--- src/verilog/frb_pkg.sv ---
// Purpose: Shared constants, types and carriers of the file core register bank.
// Assumes: Byte addresses on a 32-bit word register port.
// Notes:   All offsets are byte addresses of aligned words.
package frb_pkg;

    // ------------------------------------------------------------
    // Register offsets
    // ------------------------------------------------------------
    localparam int unsigned FRB_AW = 12;
    localparam logic [11:0] FRB_OFS_FNAME  = 12'h000;
    localparam logic [11:0] FRB_OFS_FLEN   = 12'h004;
    localparam logic [11:0] FRB_OFS_FSIZE  = 12'h008;
    localparam logic [11:0] FRB_OFS_FTIME  = 12'h00c;
    localparam logic [11:0] FRB_OFS_CMD    = 12'h010;
    localparam logic [11:0] FRB_OFS_PATT   = 12'h014;
    localparam logic [11:0] FRB_OFS_TRST   = 12'h01c;
    localparam logic [11:0] FRB_OFS_STATUS = 12'h100;
    localparam logic [11:0] FRB_OFS_CAP    = 12'h104;
    localparam logic [11:0] FRB_OFS_ERR    = 12'h108;
    localparam logic [11:0] FRB_OFS_DBGL   = 12'h10c;
    localparam logic [11:0] FRB_OFS_DBGH   = 12'h110;
    localparam logic [11:0] FRB_OFS_FPOS   = 12'h180;
    localparam logic [11:0] FRB_OFS_FID    = 12'h184;
    localparam logic [11:0] FRB_OFS_EXP    = 12'h190;
    localparam logic [11:0] FRB_OFS_OBS    = 12'h1a0;
    localparam logic [11:0] FRB_OFS_BCL    = 12'h1b0;
    localparam logic [11:0] FRB_OFS_BCH    = 12'h1b4;

    // ------------------------------------------------------------
    // Reset values
    // ------------------------------------------------------------
    localparam logic [2:0]  FRB_FSIZE_RST  = 3'h0;
    localparam logic [1:0]  FRB_CMD_RST    = 2'h0;
    localparam logic [31:0] FRB_ZERO_WORD  = 32'h0000_0000;

    // ------------------------------------------------------------
    // Encodings
    // ------------------------------------------------------------
    typedef enum logic [2:0] {
        FRB_PAT_INC  = 3'h0,
        FRB_PAT_DEC  = 3'h1,
        FRB_PAT_ZERO = 3'h2,
        FRB_PAT_ONES = 3'h3,
        FRB_PAT_LFSR = 3'h4
    } frb_pattern_e;

    typedef enum logic [1:0] {
        FRB_CMD_FORMAT = 2'h0,
        FRB_CMD_SPARE  = 2'h1,
        FRB_CMD_WRITE  = 2'h2,
        FRB_CMD_READ   = 2'h3
    } frb_command_e;

    typedef enum logic [1:0] {
        FRB_SPD_NONE = 2'h0,
        FRB_SPD_GEN1 = 2'h1,
        FRB_SPD_GEN2 = 2'h2,
        FRB_SPD_GEN3 = 2'h3
    } frb_speed_e;

    // ------------------------------------------------------------
    // Carriers
    // ------------------------------------------------------------
    typedef struct packed {
        logic [11:0] addr;
        logic        wr;
        logic        rd;
        logic [31:0] wdata;
    } frb_bus_req_s;

    typedef struct packed {
        logic        busy;
        logic        error;
        frb_speed_e  speed;
        logic [15:0] max_file_count;
        logic [31:0] error_cause_vector;
        logic [63:0] core_debug_bus;
    } frb_core_in_s;

    typedef struct packed {
        frb_command_e command_code;
        logic         command_request_pulse;
        logic [15:0]  first_file_name;
        logic [15:0]  file_count;
        logic [2:0]   file_size_select;
        logic [31:0]  creation_timestamp;
        frb_pattern_e pattern_select;
        logic         test_reset;
    } frb_core_out_s;

    typedef struct packed {
        logic [31:0] position;
        logic [15:0] file_id;
        logic [31:0] expected;
        logic [31:0] observed;
    } frb_fail_s;

endpackage : frb_pkg

--- src/verilog/frb_capture.sv ---
// Purpose: Holds the first data-verify failure until the next test starts.
// Assumes: Checker reports a mismatch with a one-cycle valid and its details.
// Notes:   A mismatch in the clear cycle is kept; the set wins.
`timescale 1ns/1ps
module frb_capture
    import frb_pkg::*;
(
    input  wire logic                mclk,
    input  wire logic                resetn,
    input  wire logic                clear,
    input  wire logic                mismatch,
    input  wire frb_pkg::frb_fail_s  mismatch_info,
    output logic                     failed,
    output frb_pkg::frb_fail_s       held_info
);

    // ------------------------------------------------------------
    // State
    // ------------------------------------------------------------
    typedef struct packed {
        logic      failed;
        frb_fail_s info;
    } frb_cap_state_s;

    frb_cap_state_s st_q;
    frb_cap_state_s st_d;

    // A mismatch is latched once; later ones do not overwrite the first.
    always_comb
    begin
        st_d = st_q;
        if (clear)
        begin
            st_d.failed = 1'b0;
        end
        if (mismatch && (!st_q.failed || clear))
        begin
            st_d.failed = 1'b1;
            st_d.info   = mismatch_info;
        end
    end

    // State register.
    always_ff @(posedge mclk or negedge resetn)
    begin
        if (!resetn)
        begin
            st_q <= '0;
        end
        else
        begin
            st_q <= st_d;
        end
    end

    assign failed    = st_q.failed;
    assign held_info = st_q.info;

endmodule : frb_capture

--- src/verilog/frb_regbank.sv ---
// Purpose: Register bank between the processor and the file storage core.
// Assumes: Register port and core signals synchronous to mclk.
// Notes:   Read data is registered and valid one cycle after the read strobe.
//
// How it works
// - Status bit 2 reads 1 once the checker saw a data mismatch.
// - Status bits 4:3 give link speed: none, first, second, third generation.
// - Capacity register low 16 bits return the core's maximum file count.
// - Error cause register returns the core's full 32-bit error vector.
// - Debug bus low half at one register, upper half at the next.
// - Failing byte position and 16-bit failing file name are readable.
// - Low 32 bits of expected and observed words at the failure readable.
// - Forty-bit byte count read as low word and high byte.
// - File size select resets to 000, the 32 MB setting.
// - Command code 00 asks for a format; core holds busy meanwhile.
// - New file size select is handed to the core to recompute capacity.
// - Command register write loads the code and pulses a request.
// - Status bit 0 mirrors core busy, bit 1 mirrors core error.
// - Three-bit pattern select picks increment, decrement, zeros, ones, LFSR.
`timescale 1ns/1ps
module frb_regbank
    import frb_pkg::*;
#(
    parameter int unsigned BYTE_CNT_W = 40
)
(
    input  wire logic                   mclk,
    input  wire logic                   resetn,
    input  wire frb_pkg::frb_bus_req_s  bus_req,
    output logic [31:0]                 reg_rdata,
    output logic                        reg_rvalid,
    input  wire frb_pkg::frb_core_in_s  core_in,
    output frb_pkg::frb_core_out_s      core_out,
    input  wire logic                   check_mismatch,
    input  wire frb_pkg::frb_fail_s     check_info,
    input  wire logic [BYTE_CNT_W-1:0]  byte_count
);

    // ------------------------------------------------------------
    // Elaboration checks
    // ------------------------------------------------------------
    localparam int unsigned BCH_W = 8;

    if (BYTE_CNT_W <= 32 || BYTE_CNT_W > 32 + BCH_W)
    begin : g_bad_width
        $error("byte count width must be 33 to 40");
    end

    // ------------------------------------------------------------
    // State
    // ------------------------------------------------------------
    typedef struct packed {
        frb_core_out_s        out;
        logic [31:0]          rdata;
        logic                 rvalid;
        logic [BCH_W-1:0]     bch_hold;
    } frb_bank_state_s;

    frb_bank_state_s st_q;
    frb_bank_state_s st_d;

    logic       fail_flag;
    frb_fail_s  fail_held;
    logic       capture_clear;
    logic [31:0] read_word;
    logic [BCH_W-1:0] count_high;

    // ------------------------------------------------------------
    // Helpers
    // ------------------------------------------------------------

    // True for a write strobe at the given offset.
    function automatic logic wr_hit(input frb_bus_req_s req,
                                    input logic [11:0]  ofs);
        wr_hit = req.wr && (req.addr == ofs);
    endfunction : wr_hit

    // Pads a 16-bit field into the low half of a word.
    function automatic logic [31:0] low16(input logic [15:0] v);
        low16 = {16'h0000, v};
    endfunction : low16

    // Builds the status word from core flags, link speed and the fail flag.
    function automatic logic [31:0] status_word(input frb_core_in_s c,
                                                input logic         f);
        status_word = {27'h0000000, c.speed, f, c.error, c.busy};
    endfunction : status_word

    // High byte of the running count, zero-padded above its width.
    always_comb
    begin
        count_high = '0;
        count_high[BYTE_CNT_W-33:0] = byte_count[BYTE_CNT_W-1:32];
    end

    // ------------------------------------------------------------
    // Failure capture
    // ------------------------------------------------------------

    // A new command or a test reset starts a fresh failure record.
    assign capture_clear = wr_hit(bus_req, FRB_OFS_CMD)
                         || st_q.out.test_reset;

    frb_capture u_capture (
        .mclk          (mclk),
        .resetn        (resetn),
        .clear         (capture_clear),
        .mismatch      (check_mismatch),
        .mismatch_info (check_info),
        .failed        (fail_flag),
        .held_info     (fail_held)
    );

    // ------------------------------------------------------------
    // Read multiplexer
    // ------------------------------------------------------------

    // Selects the word for the read offset; write-only and unmapped read 0.
    always_comb
    begin
        read_word = FRB_ZERO_WORD;
        unique case (bus_req.addr)
            FRB_OFS_STATUS:
            begin
                read_word = status_word(core_in, fail_flag);
            end
            FRB_OFS_CAP:
            begin
                read_word = low16(core_in.max_file_count);
            end
            FRB_OFS_ERR:
            begin
                read_word = core_in.error_cause_vector;
            end
            FRB_OFS_DBGL:
            begin
                read_word = core_in.core_debug_bus[31:0];
            end
            FRB_OFS_DBGH:
            begin
                read_word = core_in.core_debug_bus[63:32];
            end
            FRB_OFS_FPOS:
            begin
                read_word = fail_held.position;
            end
            FRB_OFS_FID:
            begin
                read_word = low16(fail_held.file_id);
            end
            FRB_OFS_EXP:
            begin
                read_word = fail_held.expected;
            end
            FRB_OFS_OBS:
            begin
                read_word = fail_held.observed;
            end
            FRB_OFS_BCL:
            begin
                read_word = byte_count[31:0];
            end
            FRB_OFS_BCH:
            begin
                read_word = {24'h000000, st_q.bch_hold};
            end
            default:
            begin
                read_word = FRB_ZERO_WORD;
            end
        endcase
    end

    // ------------------------------------------------------------
    // Next state
    // ------------------------------------------------------------

    // Register writes, the request pulse and the registered read answer.
    always_comb
    begin
        st_d = st_q;

        // The request lasts exactly one cycle after the command write.
        st_d.out.command_request_pulse = 1'b0;

        // Read answer follows the strobe by one cycle.
        st_d.rvalid = bus_req.rd;
        if (bus_req.rd)
        begin
            st_d.rdata = read_word;
        end

        // The high byte is frozen when the low word is read, so a
        // low-then-high read pair sees one coherent 40-bit count.
        if (bus_req.rd && bus_req.addr == FRB_OFS_BCL)
        begin
            st_d.bch_hold = count_high;
        end

        if (bus_req.wr)
        begin
            unique case (bus_req.addr)
                FRB_OFS_FNAME:
                begin
                    st_d.out.first_file_name = bus_req.wdata[15:0];
                end
                FRB_OFS_FLEN:
                begin
                    st_d.out.file_count = bus_req.wdata[15:0];
                end
                FRB_OFS_FSIZE:
                begin
                    // The core recomputes its file count from this value.
                    st_d.out.file_size_select = bus_req.wdata[2:0];
                end
                FRB_OFS_FTIME:
                begin
                    st_d.out.creation_timestamp = bus_req.wdata;
                end
                FRB_OFS_CMD:
                begin
                    // Code 00 starts a format; the core then holds busy.
                    st_d.out.command_code =
                        frb_command_e'(bus_req.wdata[1:0]);
                    st_d.out.command_request_pulse = 1'b1;
                end
                FRB_OFS_PATT:
                begin
                    st_d.out.pattern_select =
                        frb_pattern_e'(bus_req.wdata[2:0]);
                end
                FRB_OFS_TRST:
                begin
                    st_d.out.test_reset = bus_req.wdata[0];
                end
                default:
                begin
                    // Read-only and unmapped offsets leave every value alone,
                    // so the request pulse still drops after its one cycle.
                end
            endcase
        end
    end

    // ------------------------------------------------------------
    // State register
    // ------------------------------------------------------------

    // Reset puts the file size at its 32 MB default.
    always_ff @(posedge mclk or negedge resetn)
    begin
        if (!resetn)
        begin
            st_q                       <= '0;
            st_q.out.file_size_select  <= FRB_FSIZE_RST;
            st_q.out.command_code      <= frb_command_e'(FRB_CMD_RST);
            st_q.out.pattern_select    <= FRB_PAT_INC;
        end
        else
        begin
            st_q <= st_d;
        end
    end

    // ------------------------------------------------------------
    // Outputs
    // ------------------------------------------------------------

    // Every output is a flip-flop of the state record.
    assign core_out   = st_q.out;
    assign reg_rdata  = st_q.rdata;
    assign reg_rvalid = st_q.rvalid;

endmodule : frb_regbank
--- config.mk ---
export PLATFORM = sky130hd
export DESIGN_NAME = frb_regbank
export DESIGN_NICKNAME = d
export VERILOG_FILES = /design/src/verilog/frb_pkg.sv /design/src/verilog/frb_capture.sv /design/src/verilog/frb_regbank.sv
export SDC_FILE = /design/constraint.sdc
export NUM_CORES = 1
export LEC_CHECK = 0
export CELL_PAD_IN_SITES_DETAIL_PLACEMENT = 1
export CELL_PAD_IN_SITES_GLOBAL_PLACEMENT = 1
export CORE_ASPECT_RATIO = 1.2
export CORE_MARGIN = 8
export CORE_UTILIZATION = 30
export DETAILED_ROUTE_END_ITERATION = 16
export DONT_BUFFER_PORTS = 1
export GPL_TIMING_DRIVEN = 0
export PLACE_DENSITY_LB_ADDON = 0.1
export SLEW_MARGIN = 20
export SYNTH_ARGS = -nofsm -noshare
export SYNTH_HDL_FRONTEND = slang
export SYNTH_SLANG_ARGS = --single-unit
export TNS_END_PERCENT = 20
--- constraint.sdc ---
create_clock -name mclk -period 3.8 [get_ports mclk]
set_clock_uncertainty 0.2 [all_clocks]
set_input_delay 1.14 -clock mclk [delete_from_list [all_inputs] [get_ports mclk]]
set_output_delay 1.14 -clock mclk [all_outputs]
set_load 0.005 [all_outputs]
After elaboration in Yosys (flattened, before gate mapping) --
Index checks and enable logic that the tools add are counted.
Operators by class: reduce and logical (&&, ||, !) cells 15, equal/unequal tests 17, multiplexer cells 11
Operators by type and width (number):
- $pmux W32 S11 | 1
- $eq A12 B9 Y1 const B | 11
- $mux W113 | 1
- $mux W72 | 1
- $eq A12 B5 Y1 const B | 3
- $mux W16 | 2
- $mux W32 | 1
- $eq A12 B4 Y1 const B | 2
- $reduce_and A2 Y1 | 7
- $eq A12 B3 Y1 const B | 1
- $logic_not A12 Y1 | 1
- $mux W3 | 2
- $logic_and A1 B1 Y1 | 3
- $mux W1 | 3
- $logic_or A1 B1 Y1 | 2
- $reduce_bool A2 Y1 | 1
- $logic_not A1 Y1 | 1
Storage, ports and cells: input bits 317, register bits 228, output and inout port bits 107, logic and storage cells 59

Longest topological paths before layout --
depth in word-level cells 6, mapped depth 8, depth with buffers taken out 5

By module --
A second synthesis with hierarchy kept.
Second synthesis, totals: cells, all modules 953, area, all modules 12152.9 um2
Modules (own cells, without submodules):
- frb_regbank | instances 1, area an instance 7621.1 um2, sequential area each 2877.8 um2, cells each 713
- frb_capture | instances 1, area an instance 4531.8 um2, sequential area each 2827.7 um2, cells each 240

Worst setup path after synthesis --
Ideal clock, no wire load.
path kind input to register, from in bus_req[36] (netlist bit), to reg st_q[0] (netlist bit), setup time 125 ps, setup slack 727 ps, arrival 2748 ps, stages on the path 7, required time 3475 ps, path buffers 3, cells stage by stage buf_6 -> or4_1 -> buf_2 -> nor3_1 -> and3_1 -> buf_2 -> mux2_2
Between the ends: longest elaborated chain between the ends 2
RTL lines:
- from (decl) | line frb_regbank.sv:29 | input wire frb_pkg::frb_bus_req_s bus_req,
- $eq A12 B9 Y1 | line frb_regbank.sv:195 | if (bus_req.rd && bus_req.addr == FRB_OFS_BCL)
- $logic_and A1 B1 Y1 | line frb_regbank.sv:195
- to (signal assigned) | line frb_regbank.sv:261 | st_q <= st_d;
- to (decl) | line frb_regbank.sv:59 | frb_bank_state_s st_q;
No other way between the ends. A chain may end at the register's enable or synchronous reset.

Worst setup path in the final report --
from in bus_req[38] (netlist bit), to reg st_q, in the netlist reg_rdata[6]
Between the ends: longest elaborated chain between the ends 2, elaborated cells on any way between the ends 12, classes of those cells eq/ne: 11; mux: 1
RTL lines:
- $eq A12 B9 Y1 | line frb_regbank.sv:122 | unique case (bus_req.addr)
- $pmux W32 S11 (*) | line frb_regbank.sv:122
Every way passes the cells marked *; elsewhere a longest branch is shown, timed or not.

==> metrics.md <==
| Metric | Value |
|---|---|
| Status | `completed` |
| Postcts setup bufs | `0` |
| Synth Cell Area | `11,680 µm²` |
| Worst Setup End Kind | `flip-flop` |
| Number of flops mapped to enable cells by yosys | `0` |
| Layout area overhead | `14.22%` |
| FFs w/ async S/R, synth | `100.0%` |
| Core Footprint | `38,650 µm²` |
| Register Area | `5705 µm²` |
| CTS max path bufs | `3` |
| Hold buffers post-CTS | `0` |
| GPL Wtd Cong | `0.8122` |
| Clock sinks | `228` |
| Arrival @ worst endpoint | `3.86 ns` |
| Critical Path RT | `4.08 ns` |
| #FFs+latches synth | `228` |
| Peak VDD IR | `0.3664 mV` |
| Crit-path most repeated cell | `buf_2` |
| Top FF cell, synth | `dfrtp_1` |
| Fin crit share | `94.26%` |
| Clock tree root driver cell | `clkbuf_16` |
| Worst path max stage delay | `0.83 ns` |
| DRT iter0 DRCs | `397` |
| RSZ-0062 raised after global routing | `false` |
| WL per Instance | `33.38 µm` |
| Cts repair resizes | `0` |
| Fill cell count | `4,137` |
| Crit path cell chain | `buf_2 > buf_2 > nor2_1 > clkbuf_1 > a31oi_1 > o32ai_1 > a22oi_1 > a21oi_1` |
| Clock power share | `47.7%` |
| Hold WC Path Type | `in2async` |
| Final nets | `1,276` |
| Via Count | `7,899` |
| Final Routed Wirelength | `50,440 µm` |
| Placed instance area | `12,350 µm²` |
| Congestion Overflow GR | `0` |
| CTS Buf Count | `28` |
| CTS H-Tree Depth | `1` |
| Max Fclk | `0.2792 GHz` |
| Buffers on Ports | `0` |
| Clock slew at reported path FFs | `0.05 ns` |
| Critical path class | `in2reg` |
| Slowest-stage cell, CP | `clkbuf_1` |
| I/O pin count | `424` |
| Dominant cells by area after synthesis | `dfrtp_1 (49%), mux2_2 (16%), buf_4 (6.8%)` |
| # setup viols final | `0` |
| Die area | `45,550 µm²` |
| R2R Setup Slk | `1.73 ns` |
| Synth cell types | `62` |
| CP max FO | `10` |
| Power Dens Cells | `449.2 nW/µm²` |
| Switching share of power | `24.48%` |
| Initial core utilization | `30.23%` |
| Die X | `196.2 µm` |
| TritonCTS clock tree | `built` |
| Post-route cell area | `13,350 µm²` |
| Vias in the first global route | `9,024` |
| Hold Vio Cnt, Final | `0` |
| Reg power frac | `44.5%` |
| Final worst path period need | `3.582 ns` |
| First-pass GRT wire length | `70,660 µm` |
| Syn. warnings | `0` |
| Slew @ Worst Pin | `1.122 ns` |
| Total track usage | `21.79%` |
| Post-synth top area share | `48.83%` |
| Internal | `4.527 mW` |
| Max-cap violations | `0` |
| Syn Area/Cell | `12.58 µm²` |
| Drt pass-1 iters | `4` |
| Drt drc | `0` |
| Setup TNS | `0 ns` |
| Seq/Total Area, Yosys | `48.83%` |
| Via density | `5.228` |
| Largest net degree at the start of global routing | `229` |
| Die height | `232.2 µm` |
| Initial antenna violation count | `11` |
| NetSw | `1.468 mW` |
| Relative slew margins | `25.02%` |
| CP Launch Type | `input port` |
| Cells after synthesis | `929` |
| # rows | `79` |
| Footprint of the multi-input gates | `4850 µm²` |
| Pins Over Slew Limit | `0` |
| Share of layout cells above drive strength 1 | `38.78%` |
| DP HPWL | `38,860 µm` |
| Comb pwr share | `7.8%` |
| Largest area contributor in the synthesized netlist | `dfrtp_1` |
| Worst skew pair latency | `0.57 ns` |
| P_leak | `6.047 nW` |
| Post-route ant nets | `0` |
| Synthesized net count | `1,246` |
==> registers in the layout (all words and copies together) (netlist names) <==
name	flops
u_capture.held_info	112
core_out	74
reg_rdata	32
st_q	8
reg_rvalid	1
u_capture.failed	1
==> power by group through the flow <==
stage	Clock (mW)	Combinational [mW]	Sequential (mW)
finish	2.86	0.467	2.67
global route	3.04	0.505	2.69
CTS	2.95	0.480	2.67
detailed placement	0	0.478	2.71
global placement	0	0.471	2.71
floorplan	0	0.328	2.68
==> placed cells by master (no fill, tap or decap), drive strengths merged, types with 24 or more instances in the layout <==
| cell type | instances |
|---|---|
| nand2 | 25 |
| clkbuf | 60 |
| buf | 146 |
| dfrtp | 228 |
| mux2 | 214 |
| mux2i | 32 |
| a22oi | 25 |
| o21ai | 24 |
| nor2 | 25 |
==> synth_stat cells, types with 3 or more instances <==
library cell    n
and3_1          9
o2bb2ai_1      12
o22ai_1         6
nor2_1         25
nand3_1        15
a22oi_1        25
nor2b_1         5
dfrtp_1       228
and4_1          3
a221oi_1       10
mux4_2         12
nand4_1         5
a21oi_1        15
nor3_1          8
a32oi_1         5
o32ai_1         5
mux2_2        163
buf_6          10
a41oi_1         5
a31oi_1        12
a211oi_1        3
o21ai_0        24
a22o_1          7
nand2_1        25
mux2_1         51
inv_1           3
nand3b_1        3
mux2i_1        32
buf_1           3
buf_4         106
nand2b_1        3
buf_2          27
clkbuf_1       18
a222oi_1        6
==> layer usage <==
| layer | vias up | track usage [%] | share of wire (%) | routed length [µm] |
|---|---|---|---|---|
| met5 | - | 0 | 0.12 | 62 |
| met4 | 10 | 4.814 | 1.7 | 839 |
| li1 | 3430 | - | - | - |
| met2 | 344 | 38.90 | 51 | 25780 |
| met1 | 4055 | 24.52 | 38 | 19220 |
| met3 | 60 | 8.002 | 9.0 | 4538 |
==> kinds of logic after synthesis <==
| group | after synthesis | share of synthesized area, % |
|---|---|---|
| AND/OR/NAND/NOR | 125 | 6.328 |
| flip-flops | 228 | 48.83 |
| buffers and inverters | 169 | 9.776 |
| AO/OA/AOI/OAI | 149 | 9.391 |
| multiplexers | 258 | 25.68 |
==> critical path, delay by kind of cell <==
family                 cells  cell delay [ns]
AOI/OAI and AO/OA          4             0.73
and+or+nand+nor            1             0.66
buffers and inverters      3             1.29
==> cell type report <==
class                           count  share of cell area (%)
Inverter                            4                  0.1125
Tap cell                          526                   4.931
Sequential cell                   228                   42.75
Clock buffer                       41                   6.215
Buffer                            165                   8.456
Clock inverter                     10                   1.106
Antenna cell                        5                 0.09375
Multi-Input combinational cell    532                   36.34
==> path summary, 6_finish.rpt <==
check | from | end | cells past startpoint
worst max-delay path | bus_req[38] | reg_rdata[6] | 8
worst min-delay path | resetn | core_out[30] | 0
worst max register to register | core_out[0] | u_capture.held_info[75] | 5
worst min register to register | u_capture.held_info[61] | u_capture.held_info[61] | 1
max in group asynchronous | resetn | u_capture.held_info[51] | 0
min in group mclk | u_capture.held_info[61] | u_capture.held_info[61] | 1
==> per-stage QoR <==
| step | hold slack (ns) | util, % | setup slack (ns) | power (mW) | std cells |
|---|---|---|---|---|---|
| floorplan | 0.2560 | - | 0.7273 | 3.007 | 929 |
| global placement | 0.2718 | 31.94 | -0.4082 | 3.179 | 1455 |
| detailed placement | 0.2751 | 31.96 | -0.3903 | 3.192 | 1455 |
| CTS | 0.04889 | 34.48 | 0.1924 | 6.098 | 1506 |
| global route | 0.05215 | 34.51 | 0.1158 | 6.236 | 1508 |
| finish | 0.07784 | 34.53 | 0.2182 | 5.995 | 1511 |
No activity file was read; power rests on OpenSTA's default activity.
